`src/hdl/ospwr_pkg.sv`:
```
// Constants for the output stage and decimator power register bank
package ospwr_pkg;
  localparam int OSPWR_AW = 8;
  localparam int OSPWR_DW = 8;
  localparam logic [7:0] OSPWR_OP_STAGE_ADDR = 8'h43;
  localparam logic [7:0] OSPWR_DECIM_ADDR = 8'h44;
  localparam logic [7:0] OSPWR_STATUS_ADDR = 8'h4F;
  localparam logic [7:0] OSPWR_OP_STAGE_RST = 8'h0F;
  localparam logic [7:0] OSPWR_DECIM_RST = 8'h00;
  localparam logic [7:0] OSPWR_UNMAPPED_DATA = 8'h00;
  localparam int OSPWR_RMODE_BIT = 5;
  localparam int OSPWR_LMODE_BIT = 4;
  localparam int OSPWR_RPWR_LSB = 2;
  localparam int OSPWR_LPWR_LSB = 0;
  localparam int OSPWR_DEC_LSB = 4;
  localparam int OSPWR_FILT_LSB = 0;
  localparam int OSPWR_NCHAN = 4;
  localparam int OSPWR_STAT_SETTLED_LSB = 0;
  localparam int OSPWR_STAT_RUN_LSB = 4;
  typedef enum logic [1:0] {
    OSPWR_PWR_BOTH = 2'h0,
    OSPWR_PWR_NEG_ONLY = 2'h1,
    OSPWR_PWR_POS_ONLY = 2'h2,
    OSPWR_PWR_DOWN = 2'h3
  } ospwr_pwr_e;
  localparam longint OSPWR_CLK_HZ = 64'd100_000_000;
  localparam longint OSPWR_SETTLE_MS = 64'd6;
  // Least time: round up to whole cycles
  localparam int OSPWR_SETTLE_CYC = int'((OSPWR_SETTLE_MS * OSPWR_CLK_HZ + 64'd999) / 64'd1000);
  localparam int OSPWR_FILT_DIV = 4;
endpackage

```
`src/hdl/ospwr_cfg_if.sv`:
```
// Configuration and status carrier between the register bank and its helpers
`timescale 1ns/10ps
interface ospwr_cfg_if;
  logic [7:0] op_ctrl;
  logic [7:0] dec_ctrl;
  logic [3:0] adc_en;
  logic [3:0] dmic_sel;
  logic [1:0] neg_en;
  logic [1:0] pos_en;
  logic [1:0] hp_mode;
  logic [1:0] settled;
  logic [3:0] filt_clk;
  logic [3:0] dec_clk;
  logic [3:0] run;
  logic [3:0] analog;
  modport stage (input op_ctrl, output neg_en, pos_en, hp_mode, settled);
  modport gate (input dec_ctrl, adc_en, dmic_sel, output filt_clk, dec_clk, run, analog);
endinterface

```
`src/hdl/ospwr_gate.sv`:
```
// Filter and decimator clock enables derived from the decimator power register
`timescale 1ns/10ps
module ospwr_gate import ospwr_pkg::*; #(
  parameter int FILT_DIV = OSPWR_FILT_DIV
) (
  input wire logic clk,
  input wire logic reset,
  ospwr_cfg_if.gate cfg
);
  localparam int DW = (FILT_DIV > 1) ? $clog2(FILT_DIV) : 1;
  logic [DW-1:0] div_r;
  logic [DW-1:0] div_nxt;
  logic tick;
  wire [3:0] filt_on = cfg.dec_ctrl[OSPWR_FILT_LSB +: OSPWR_NCHAN];
  wire [3:0] dec_on = cfg.dec_ctrl[OSPWR_DEC_LSB +: OSPWR_NCHAN];

  assign tick = (div_r == DW'(FILT_DIV - 1));
  assign div_nxt = tick ? '0 : div_r + 1'h1;

  always_ff @(posedge clk) begin
    if (reset) begin
      div_r <= '0;
      cfg.filt_clk <= '0;
      cfg.dec_clk <= '0;
      cfg.run <= '0;
      cfg.analog <= '0;
    end else begin
      div_r <= div_nxt;
      cfg.filt_clk <= tick ? filt_on : 4'h0;
      cfg.dec_clk <= tick ? dec_on : 4'h0;
      // A digital microphone channel runs without its converter enable
      cfg.run <= filt_on & (cfg.adc_en | cfg.dmic_sel);
      cfg.analog <= filt_on & cfg.adc_en;
    end
  end

  if (FILT_DIV < 1) begin : g_chk
    $error("FILT_DIV must be at least one");
  end
endmodule

```
`src/hdl/ospwr_stage.sv`:
```
// Output stage decode and headphone settle timers, index 0 left, 1 right
`timescale 1ns/10ps
module ospwr_stage import ospwr_pkg::*; #(
  parameter int SETTLE_CYCLES = OSPWR_SETTLE_CYC
) (
  input wire logic clk,
  input wire logic reset,
  ospwr_cfg_if.stage cfg
);
  localparam int CW = $clog2(SETTLE_CYCLES + 1);
  wire [1:0] neg_d;
  wire [1:0] pos_d;
  wire [1:0] hp_d;
  wire [1:0] settled_d;

  for (genvar i = 0; i < 2; i++) begin : g_side
    logic [1:0] pwr;
    logic live;
    logic [CW-1:0] cnt_r;
    logic [CW-1:0] cnt_nxt;
    assign pwr = cfg.op_ctrl[OSPWR_LPWR_LSB + 2 * i +: 2];
    assign hp_d[i] = cfg.op_ctrl[OSPWR_LMODE_BIT + i];
    // Power field acts the same in line and headphone mode
    assign neg_d[i] = (pwr == OSPWR_PWR_BOTH) || (pwr == OSPWR_PWR_NEG_ONLY);
    assign pos_d[i] = (pwr == OSPWR_PWR_BOTH) || (pwr == OSPWR_PWR_POS_ONLY);
    assign live = hp_d[i] && (pwr != OSPWR_PWR_DOWN);
    assign cnt_nxt = !live ? '0 : (cnt_r == CW'(SETTLE_CYCLES)) ? cnt_r : cnt_r + 1'h1;
    assign settled_d[i] = live && (cnt_r == CW'(SETTLE_CYCLES));
    always_ff @(posedge clk) begin
      if (reset) cnt_r <= '0;
      else cnt_r <= cnt_nxt;
    end
  end

  always_ff @(posedge clk) begin
    if (reset) begin
      cfg.neg_en <= '0;
      cfg.pos_en <= '0;
      cfg.hp_mode <= '0;
      cfg.settled <= '0;
    end else begin
      cfg.neg_en <= neg_d;
      cfg.pos_en <= pos_d;
      cfg.hp_mode <= hp_d;
      cfg.settled <= settled_d;
    end
  end

  if (SETTLE_CYCLES < 1) begin : g_chk
    $error("SETTLE_CYCLES must be at least one");
  end
endmodule

```
`src/hdl/ospwr_top.sv`:
```
// Output stage control and decimator power register bank
//
// Notes on behaviour
// - Output stage control at 0x43, 8 bits, reset 0x0F, bits 7:6 reserved.
// - Bit 5 picks right output mode: 0 line output, 1 headphone.
// - Bit 4 picks left output mode: 0 line output, 1 headphone.
// - Bits 3:2 right power: 00 both, 01 negative, 10 positive, 11 off.
// - Bits 1:0 left power: 00 both, 01 negative, 10 positive, 11 off.
// - Decimator power control at 0x44, 8 bits, reset 0x00, all off.
// - Bits 7:4 power rate converter decimators 3 to 0; 1 is on.
// - Bits 3:0 power converter digital filters 3 to 0; 1 is on.
// - Filter enable bits gate the filter clocks, decimator bits the decimator clocks, per channel.
// - Digital microphone channel runs on its filter enable alone.
`timescale 1ns/10ps
module ospwr_top import ospwr_pkg::*; #(
  parameter int SETTLE_CYCLES = OSPWR_SETTLE_CYC,
  parameter int FILT_DIV = OSPWR_FILT_DIV
) (
  input wire logic clk,
  input wire logic reset,
  input wire logic [7:0] addr,
  input wire logic [7:0] wdata,
  input wire logic wr,
  input wire logic rd,
  output logic [7:0] rdata,
  input wire logic [3:0] adc_en,
  input wire logic [3:0] dmic_sel,
  output logic right_headphone_mode_sel,
  output logic left_headphone_mode_sel,
  output logic right_negative_output_en,
  output logic right_positive_output_en,
  output logic left_negative_output_en,
  output logic left_positive_output_en,
  output logic [1:0] hp_settled,
  output logic [3:0] filter_clk_en,
  output logic [3:0] decimator_clk_en,
  output logic [3:0] filter_run,
  output logic [3:0] adc_analog_en
);
  logic [7:0] op_r;
  logic [7:0] dec_r;
  logic [7:0] rdata_r;
  logic [7:0] rd_mux;
  logic [7:0] status;

  ospwr_cfg_if cfg ();

  // Bus decode
  wire sel_op = (addr == OSPWR_OP_STAGE_ADDR);
  wire sel_dec = (addr == OSPWR_DECIM_ADDR);
  wire sel_stat = (addr == OSPWR_STATUS_ADDR);
  wire wr_op = wr && sel_op;
  wire wr_dec = wr && sel_dec;

  // Named views of the decimator power and output stage power fields
  wire decimator3_power = dec_r[OSPWR_DEC_LSB + 3];
  wire decimator2_power = dec_r[OSPWR_DEC_LSB + 2];
  wire decimator1_power = dec_r[OSPWR_DEC_LSB + 1];
  wire decimator0_power = dec_r[OSPWR_DEC_LSB + 0];
  wire [1:0] right_stage_power_field = op_r[OSPWR_RPWR_LSB +: 2];
  wire [1:0] left_stage_power_field = op_r[OSPWR_LPWR_LSB +: 2];

  always_ff @(posedge clk) begin
    if (reset) begin
      op_r <= OSPWR_OP_STAGE_RST;
      dec_r <= OSPWR_DECIM_RST;
    end else begin
      if (wr_op) op_r <= wdata;
      if (wr_dec) dec_r <= wdata;
    end
  end

  assign status = {cfg.run, 2'h0, cfg.settled};
  assign rd_mux = sel_op ? op_r :
                  sel_dec ? dec_r :
                  sel_stat ? status : OSPWR_UNMAPPED_DATA;

  // Read data stand only in the cycle after the strobe
  always_ff @(posedge clk) begin
    if (reset) rdata_r <= 8'h00;
    else rdata_r <= rd ? rd_mux : 8'h00;
  end
  assign rdata = rdata_r;

  assign cfg.op_ctrl = op_r;
  assign cfg.dec_ctrl = dec_r;
  assign cfg.adc_en = adc_en;
  assign cfg.dmic_sel = dmic_sel;

  ospwr_stage #(.SETTLE_CYCLES(SETTLE_CYCLES)) u_stage (
    .clk(clk),
    .reset(reset),
    .cfg(cfg)
  );

  ospwr_gate #(.FILT_DIV(FILT_DIV)) u_gate (
    .clk(clk),
    .reset(reset),
    .cfg(cfg)
  );

  assign left_headphone_mode_sel = cfg.hp_mode[0];
  assign right_headphone_mode_sel = cfg.hp_mode[1];
  assign left_negative_output_en = cfg.neg_en[0];
  assign right_negative_output_en = cfg.neg_en[1];
  assign left_positive_output_en = cfg.pos_en[0];
  assign right_positive_output_en = cfg.pos_en[1];
  assign hp_settled = cfg.settled;
  assign filter_clk_en = cfg.filt_clk;
  assign decimator_clk_en = cfg.dec_clk;
  assign filter_run = cfg.run;
  assign adc_analog_en = cfg.analog;

  // Settle counter watched from outside the stage
  logic [31:0] hp_live_cnt_r;
  wire right_live = cfg.op_ctrl[OSPWR_RMODE_BIT] && (right_stage_power_field != OSPWR_PWR_DOWN);
  always_ff @(posedge clk) begin
    if (reset) hp_live_cnt_r <= 32'h0000_0000;
    else if (!right_live) hp_live_cnt_r <= 32'h0000_0000;
    else if (hp_live_cnt_r != 32'hFFFF_FFFF) hp_live_cnt_r <= hp_live_cnt_r + 32'h0000_0001;
  end

  // Clock enable spacing helper
  logic [31:0] since_tick_r;
  logic seen_tick_r;
  always_ff @(posedge clk) begin
    if (reset) begin
      since_tick_r <= 32'h0000_0000;
      seen_tick_r <= 1'h0;
    end else if (|filter_clk_en) begin
      since_tick_r <= 32'h0000_0000;
      seen_tick_r <= 1'h1;
    end else if (!(|dec_r[3:0])) begin
      seen_tick_r <= 1'h0;
    end else begin
      since_tick_r <= since_tick_r + 32'h0000_0001;
    end
  end
endmodule

```
`config.mk`:
```
export PLATFORM = sky130hd
export DESIGN_NAME = ospwr_top
export DESIGN_NICKNAME = d
export VERILOG_FILES = /design/src/hdl/ospwr_pkg.sv /design/src/hdl/ospwr_cfg_if.sv /design/src/hdl/ospwr_gate.sv /design/src/hdl/ospwr_stage.sv /design/src/hdl/ospwr_top.sv
export SDC_FILE = /design/constraint.sdc
export NUM_CORES = 1
export LEC_CHECK = 0
export ABC_AREA = 1
export BUFFER_PORTS_ARGS = -buffer_cell sky130_fd_sc_hd__buf_4
export CAP_MARGIN = 20
export CORE_ASPECT_RATIO = 0.75
export CORE_MARGIN = 8
export CORE_UTILIZATION = 57
export DETAILED_ROUTE_END_ITERATION = 6
export PLACE_DENSITY = 0.77
export SYNTH_ARGS = -nofsm -noshare
export SYNTH_HDL_FRONTEND = slang
export SYNTH_SLANG_ARGS = --single-unit
```
`constraint.sdc`:
```
create_clock -name clk -period 1.45 [get_ports clk]
set_input_delay 0 -clock clk [delete_from_list [all_inputs] [get_ports clk]]
set_output_delay 0 -clock clk [all_outputs]
set_load 0.02 [all_outputs]
```
==> flow_summary_export.csv <==
group,metric,value,unit
run_status,status,"complete, no violations",
timing,tightest_slew,673,ps
critical_path,critPathBufInv,3,
critical_path,crit_family,"buffers and inverters",
logic_synthesis,yosysTopAreaCellShare,44.6,%
layout,fill_cells,543,
cts,path_clk_slew,100,ps
place,place_area,4560,um^2
timing,min_period,1370,ps
place,gp_congestion,0.913,
logic_synthesis,synthArstFlopShare,0,%
floorplan,num_rows,26,
critical_path,critical_path_required,1760,ps
floorplan,dieArea,10100,um^2
logic_synthesis,yosysUniqueCellTypes,26,
critical_path,max_stage_delay,580,ps
grt,grt_first_pass_wirelength,16700,um
critical_path,worstPathCellList,"dlygate4sd3_1 -> buf_4 -> nand2_2 -> nand2_1 -> a21oi_1 -> dlygate4sd3_1",
worst_hold_path,hold_end,"rdata[2]",
timing,fin_skew,12.8,ps
critical_path,crit_top_cell,"dlygate4sd3_1",
route,viasPerCell,5.17,
logic_synthesis,syn_nets,602,
layout,post-route-util,74.0,%
route,wl_per_cell,13.3,um
logic_synthesis,ys.flop_type,"dfxtp_1",
timing,rsz0062_at_grt,"yes",
logic_synthesis,synth_commonest_cells,"nand2_1, nor2_1, dfxtp_1, inv_1, a21oi_1",
logic_synthesis,synth_area_leaders,"dfxtp_1, nand2_1, nor2_1, inv_1, a21oi_1",
logic_synthesis,synth_seq_cells,90,
place,dpl.hpwl,7080,um
cts,htreeDepth,3,
worst_hold_path,min_from,"addr[4]",
floorplan,io_pins,60,
timing,report.final.slew_viol_count,0,
power_and_ir_drop,ir_drop,0.666,mV
worst_hold_path,min_path_type,"in2reg",
layout,drive_above_1_share,18.1,%
cts,insertion_delay,360,ps
timing,setup_tns,0,ps
cts,cts_buffers,9,
critical_path,rr_endpoint,"u_stage.g_side[1].cnt_r[12]",
critical_path,cp-end-kind,"flip-flop",
route,detailroute.via_count,3865,
logic_synthesis,yosysWarnings,0,
grt,grtUsageTotal,20.5,%
job,cap_violations,0,
timing,min_period_over_period,94.5,%
route,first_iter_violations,345,
critical_path,crit_fanout,10,
logic_synthesis,avgSynthCellArea,7.10,um^2
route,route.detailed.drc,0,
logic_synthesis,synth_top_cell_by_area,"dfxtp_1",
worst_hold_path,hold_depth,6,
logic_synthesis,synth_edf_count,0,
layout,postLayoutCellArea,5050,um^2
timing,setup_viol,0,
cts,cts_tree,"yes",
cts,cts_sinks,90,
cts,cts_buffer_depth,2,
cts,root_buffer,"clkbuf_8",
grt,grt_pass1_vias,3568,
layout,area_growth,25.1,%
logic_synthesis,synth_cells,569,
layout,nets,692,
place,port_buffers,59,
timing,final-hold-violation-count,0,
logic_synthesis,synth_most_common_cell,"nand2_1",
power_and_ir_drop,powerDensity,890,nW/um^2
grt,grt_start_max_net_pins,19,
timing,fmax,730,MHz
critical_path,crit_type,"in2reg",
critical_path,crit_path_start_kind,"input pin",
logic_synthesis,seq_area_frac_synth,44.6,%
grt,grt_antenna_before_repair,0,
floorplan,die_h,88.9,um
cts,postCtsSetupRepairBufs,0,
critical_path,critPathSlowestCell,"dlygate4sd3_1",
route,drt_pre_antenna_iters,7,
floorplan,start_util,59.1,%
critical_path,worstRegToRegCells,6,
grt,grt-ovfl-total,0,
critical_path,arrival,1680,ps
route,routed_wl,9910,um
floorplan,core_area,6830,um^2
critical_path,r2r_start,"u_stage.g_side[1].cnt_r[0]",
logic_synthesis,syn_area,4040,um^2
power_and_ir_drop,cellLeakagePower,1.99,nW
critical_path,startpoint,"wr",
floorplan,fp.dieW,113,um
route,drtAntennaViolNets,0,
timing,slew_headroom,55.2,%
layout,diodes,0,
critical_path,r2r_slack,90,ps
-- through the flow --
| step | cells | setup slack [ps] | hold slack (ps) | total power, mW |
|---|---|---|---|---|
| after floorplan | 569 | 141 | 113 | 2.60 |
| after global placement | 710 | 101 | 214 | 2.67 |
| after detailed placement | 710 | 55.2 | 216 | 2.67 |
| after CTS | 748 | 8.89 | 58.7 | 4.53 |
| after global routing | 748 | -20.7 | 87.7 | 4.67 |
| final | 748 | 79.3 | 74.2 | 4.50 |
-- where the power goes --
part | total (mW) | internal (mW) | switching, mW
Combinational | 0.183 | 0.103 | 0.0798
Clock | 1.83 | 0.846 | 0.987
Sequential | 2.48 | 2.48 | 0.00392
Total | 4.50 | 3.43 | 1.07
-- routing by layer --
| metal | up-vias | wire, um | global-route usage [%] |
|---|---|---|---|
| li1 | 1987 | - | - |
| met3 | 9 | 805 | 6.55 |
| met2 | 138 | 4450 | 32.8 |
| met4 | 0 | 97 | 5.54 |
| met1 | 1731 | 4560 | 26.1 |
| met5 | - | 0 | 0 |
-- tightest hold or removal path: stages --
cell     delay [ps]
buf_4            80
nor2_2           40
nand3_4          80
nor2_4           70
nand2_1          70
a21oi_1          60
-- state kept, by name, summed over array words and instances (netlist names) --
signal and count:
rdata 8, u_stage.cfg.pos_en 2, u_stage.cfg.settled 2, u_stage.cfg.neg_en 2, u_gate.cfg.dec_clk 4, u_gate.cfg.run 4, cfg.dec_ctrl 8, u_stage.g_side.cnt_r 40
cfg.op_ctrl 8, u_gate.div_r 2, u_gate.cfg.filt_clk 4, u_gate.cfg.analog 4, u_stage.cfg.hp_mode 2
-- worst max-delay path by stage --
stage | to | slack [ps] | cells after the start
floorplan | u_stage.g_side[1].cnt_r[12] | 140 | 6
global placement | u_stage.g_side[0].cnt_r[14] | 100 | 8
detailed placement | u_stage.g_side[0].cnt_r[16] | 60 | 8
CTS | u_gate.cfg.run[3] | 9 | 7
global route | u_stage.g_side[1].cnt_r[10] | -20 | 6
finish | cfg.dec_ctrl[5] | 80 | 6
-- cells in the final DEF, fill, tap and decap left out, types with 4 or more instances in the layout --
cell	count
nand3b_1	7
dlygate4sd3_1	21
nor2_4	7
nor2_1	88
nand4_1	15
nand2_1	134
dfxtp_1	84
xor2_1	4
nor3_1	6
nand3_1	40
o21ai_0	23
inv_2	5
clkbuf_8	9
ha_1	4
nor2_2	11
inv_1	69
a21oi_1	43
buf_4	65
dfxtp_2	6
-- logic make-up (layout without fill, tap and decap cells) --
| kind of cell | count (synthesis) | after routing | synth area share [%] |
|---|---|---|---|
| and+or+nand+nor | 318 | 318 | 35.5 |
| DFF | 90 | 90 | 44.6 |
| xor gates and xnor gates | 4 | 4 | 0.867 |
| buffers and inverters | 83 | 178 | 8.92 |
| adders and majority gates | 5 | 5 | 1.55 |
| AOI/OAI and AO/OA | 69 | 69 | 8.61 |
-- layout make-up --
type	instances	area, um^2	area share [%]
multi-input combinational	396	1910	37.9
sequential	90	1810	35.8
timing repair buffer	88	726	14.4
inverter	74	278	5.50
clock buffer	9	124	2.45
tap	84	105	2.08
clock inverter	7	98.8	1.96
-- what timing repair did --
action | in CTS | in global routing
endpoints found under the setup margin | 0 | 21
resized for setup | 0 | 21
hold buffers | 22 | 0
hold endpoints to repair | 34 | 0
(Power assumes the default switching activity.)
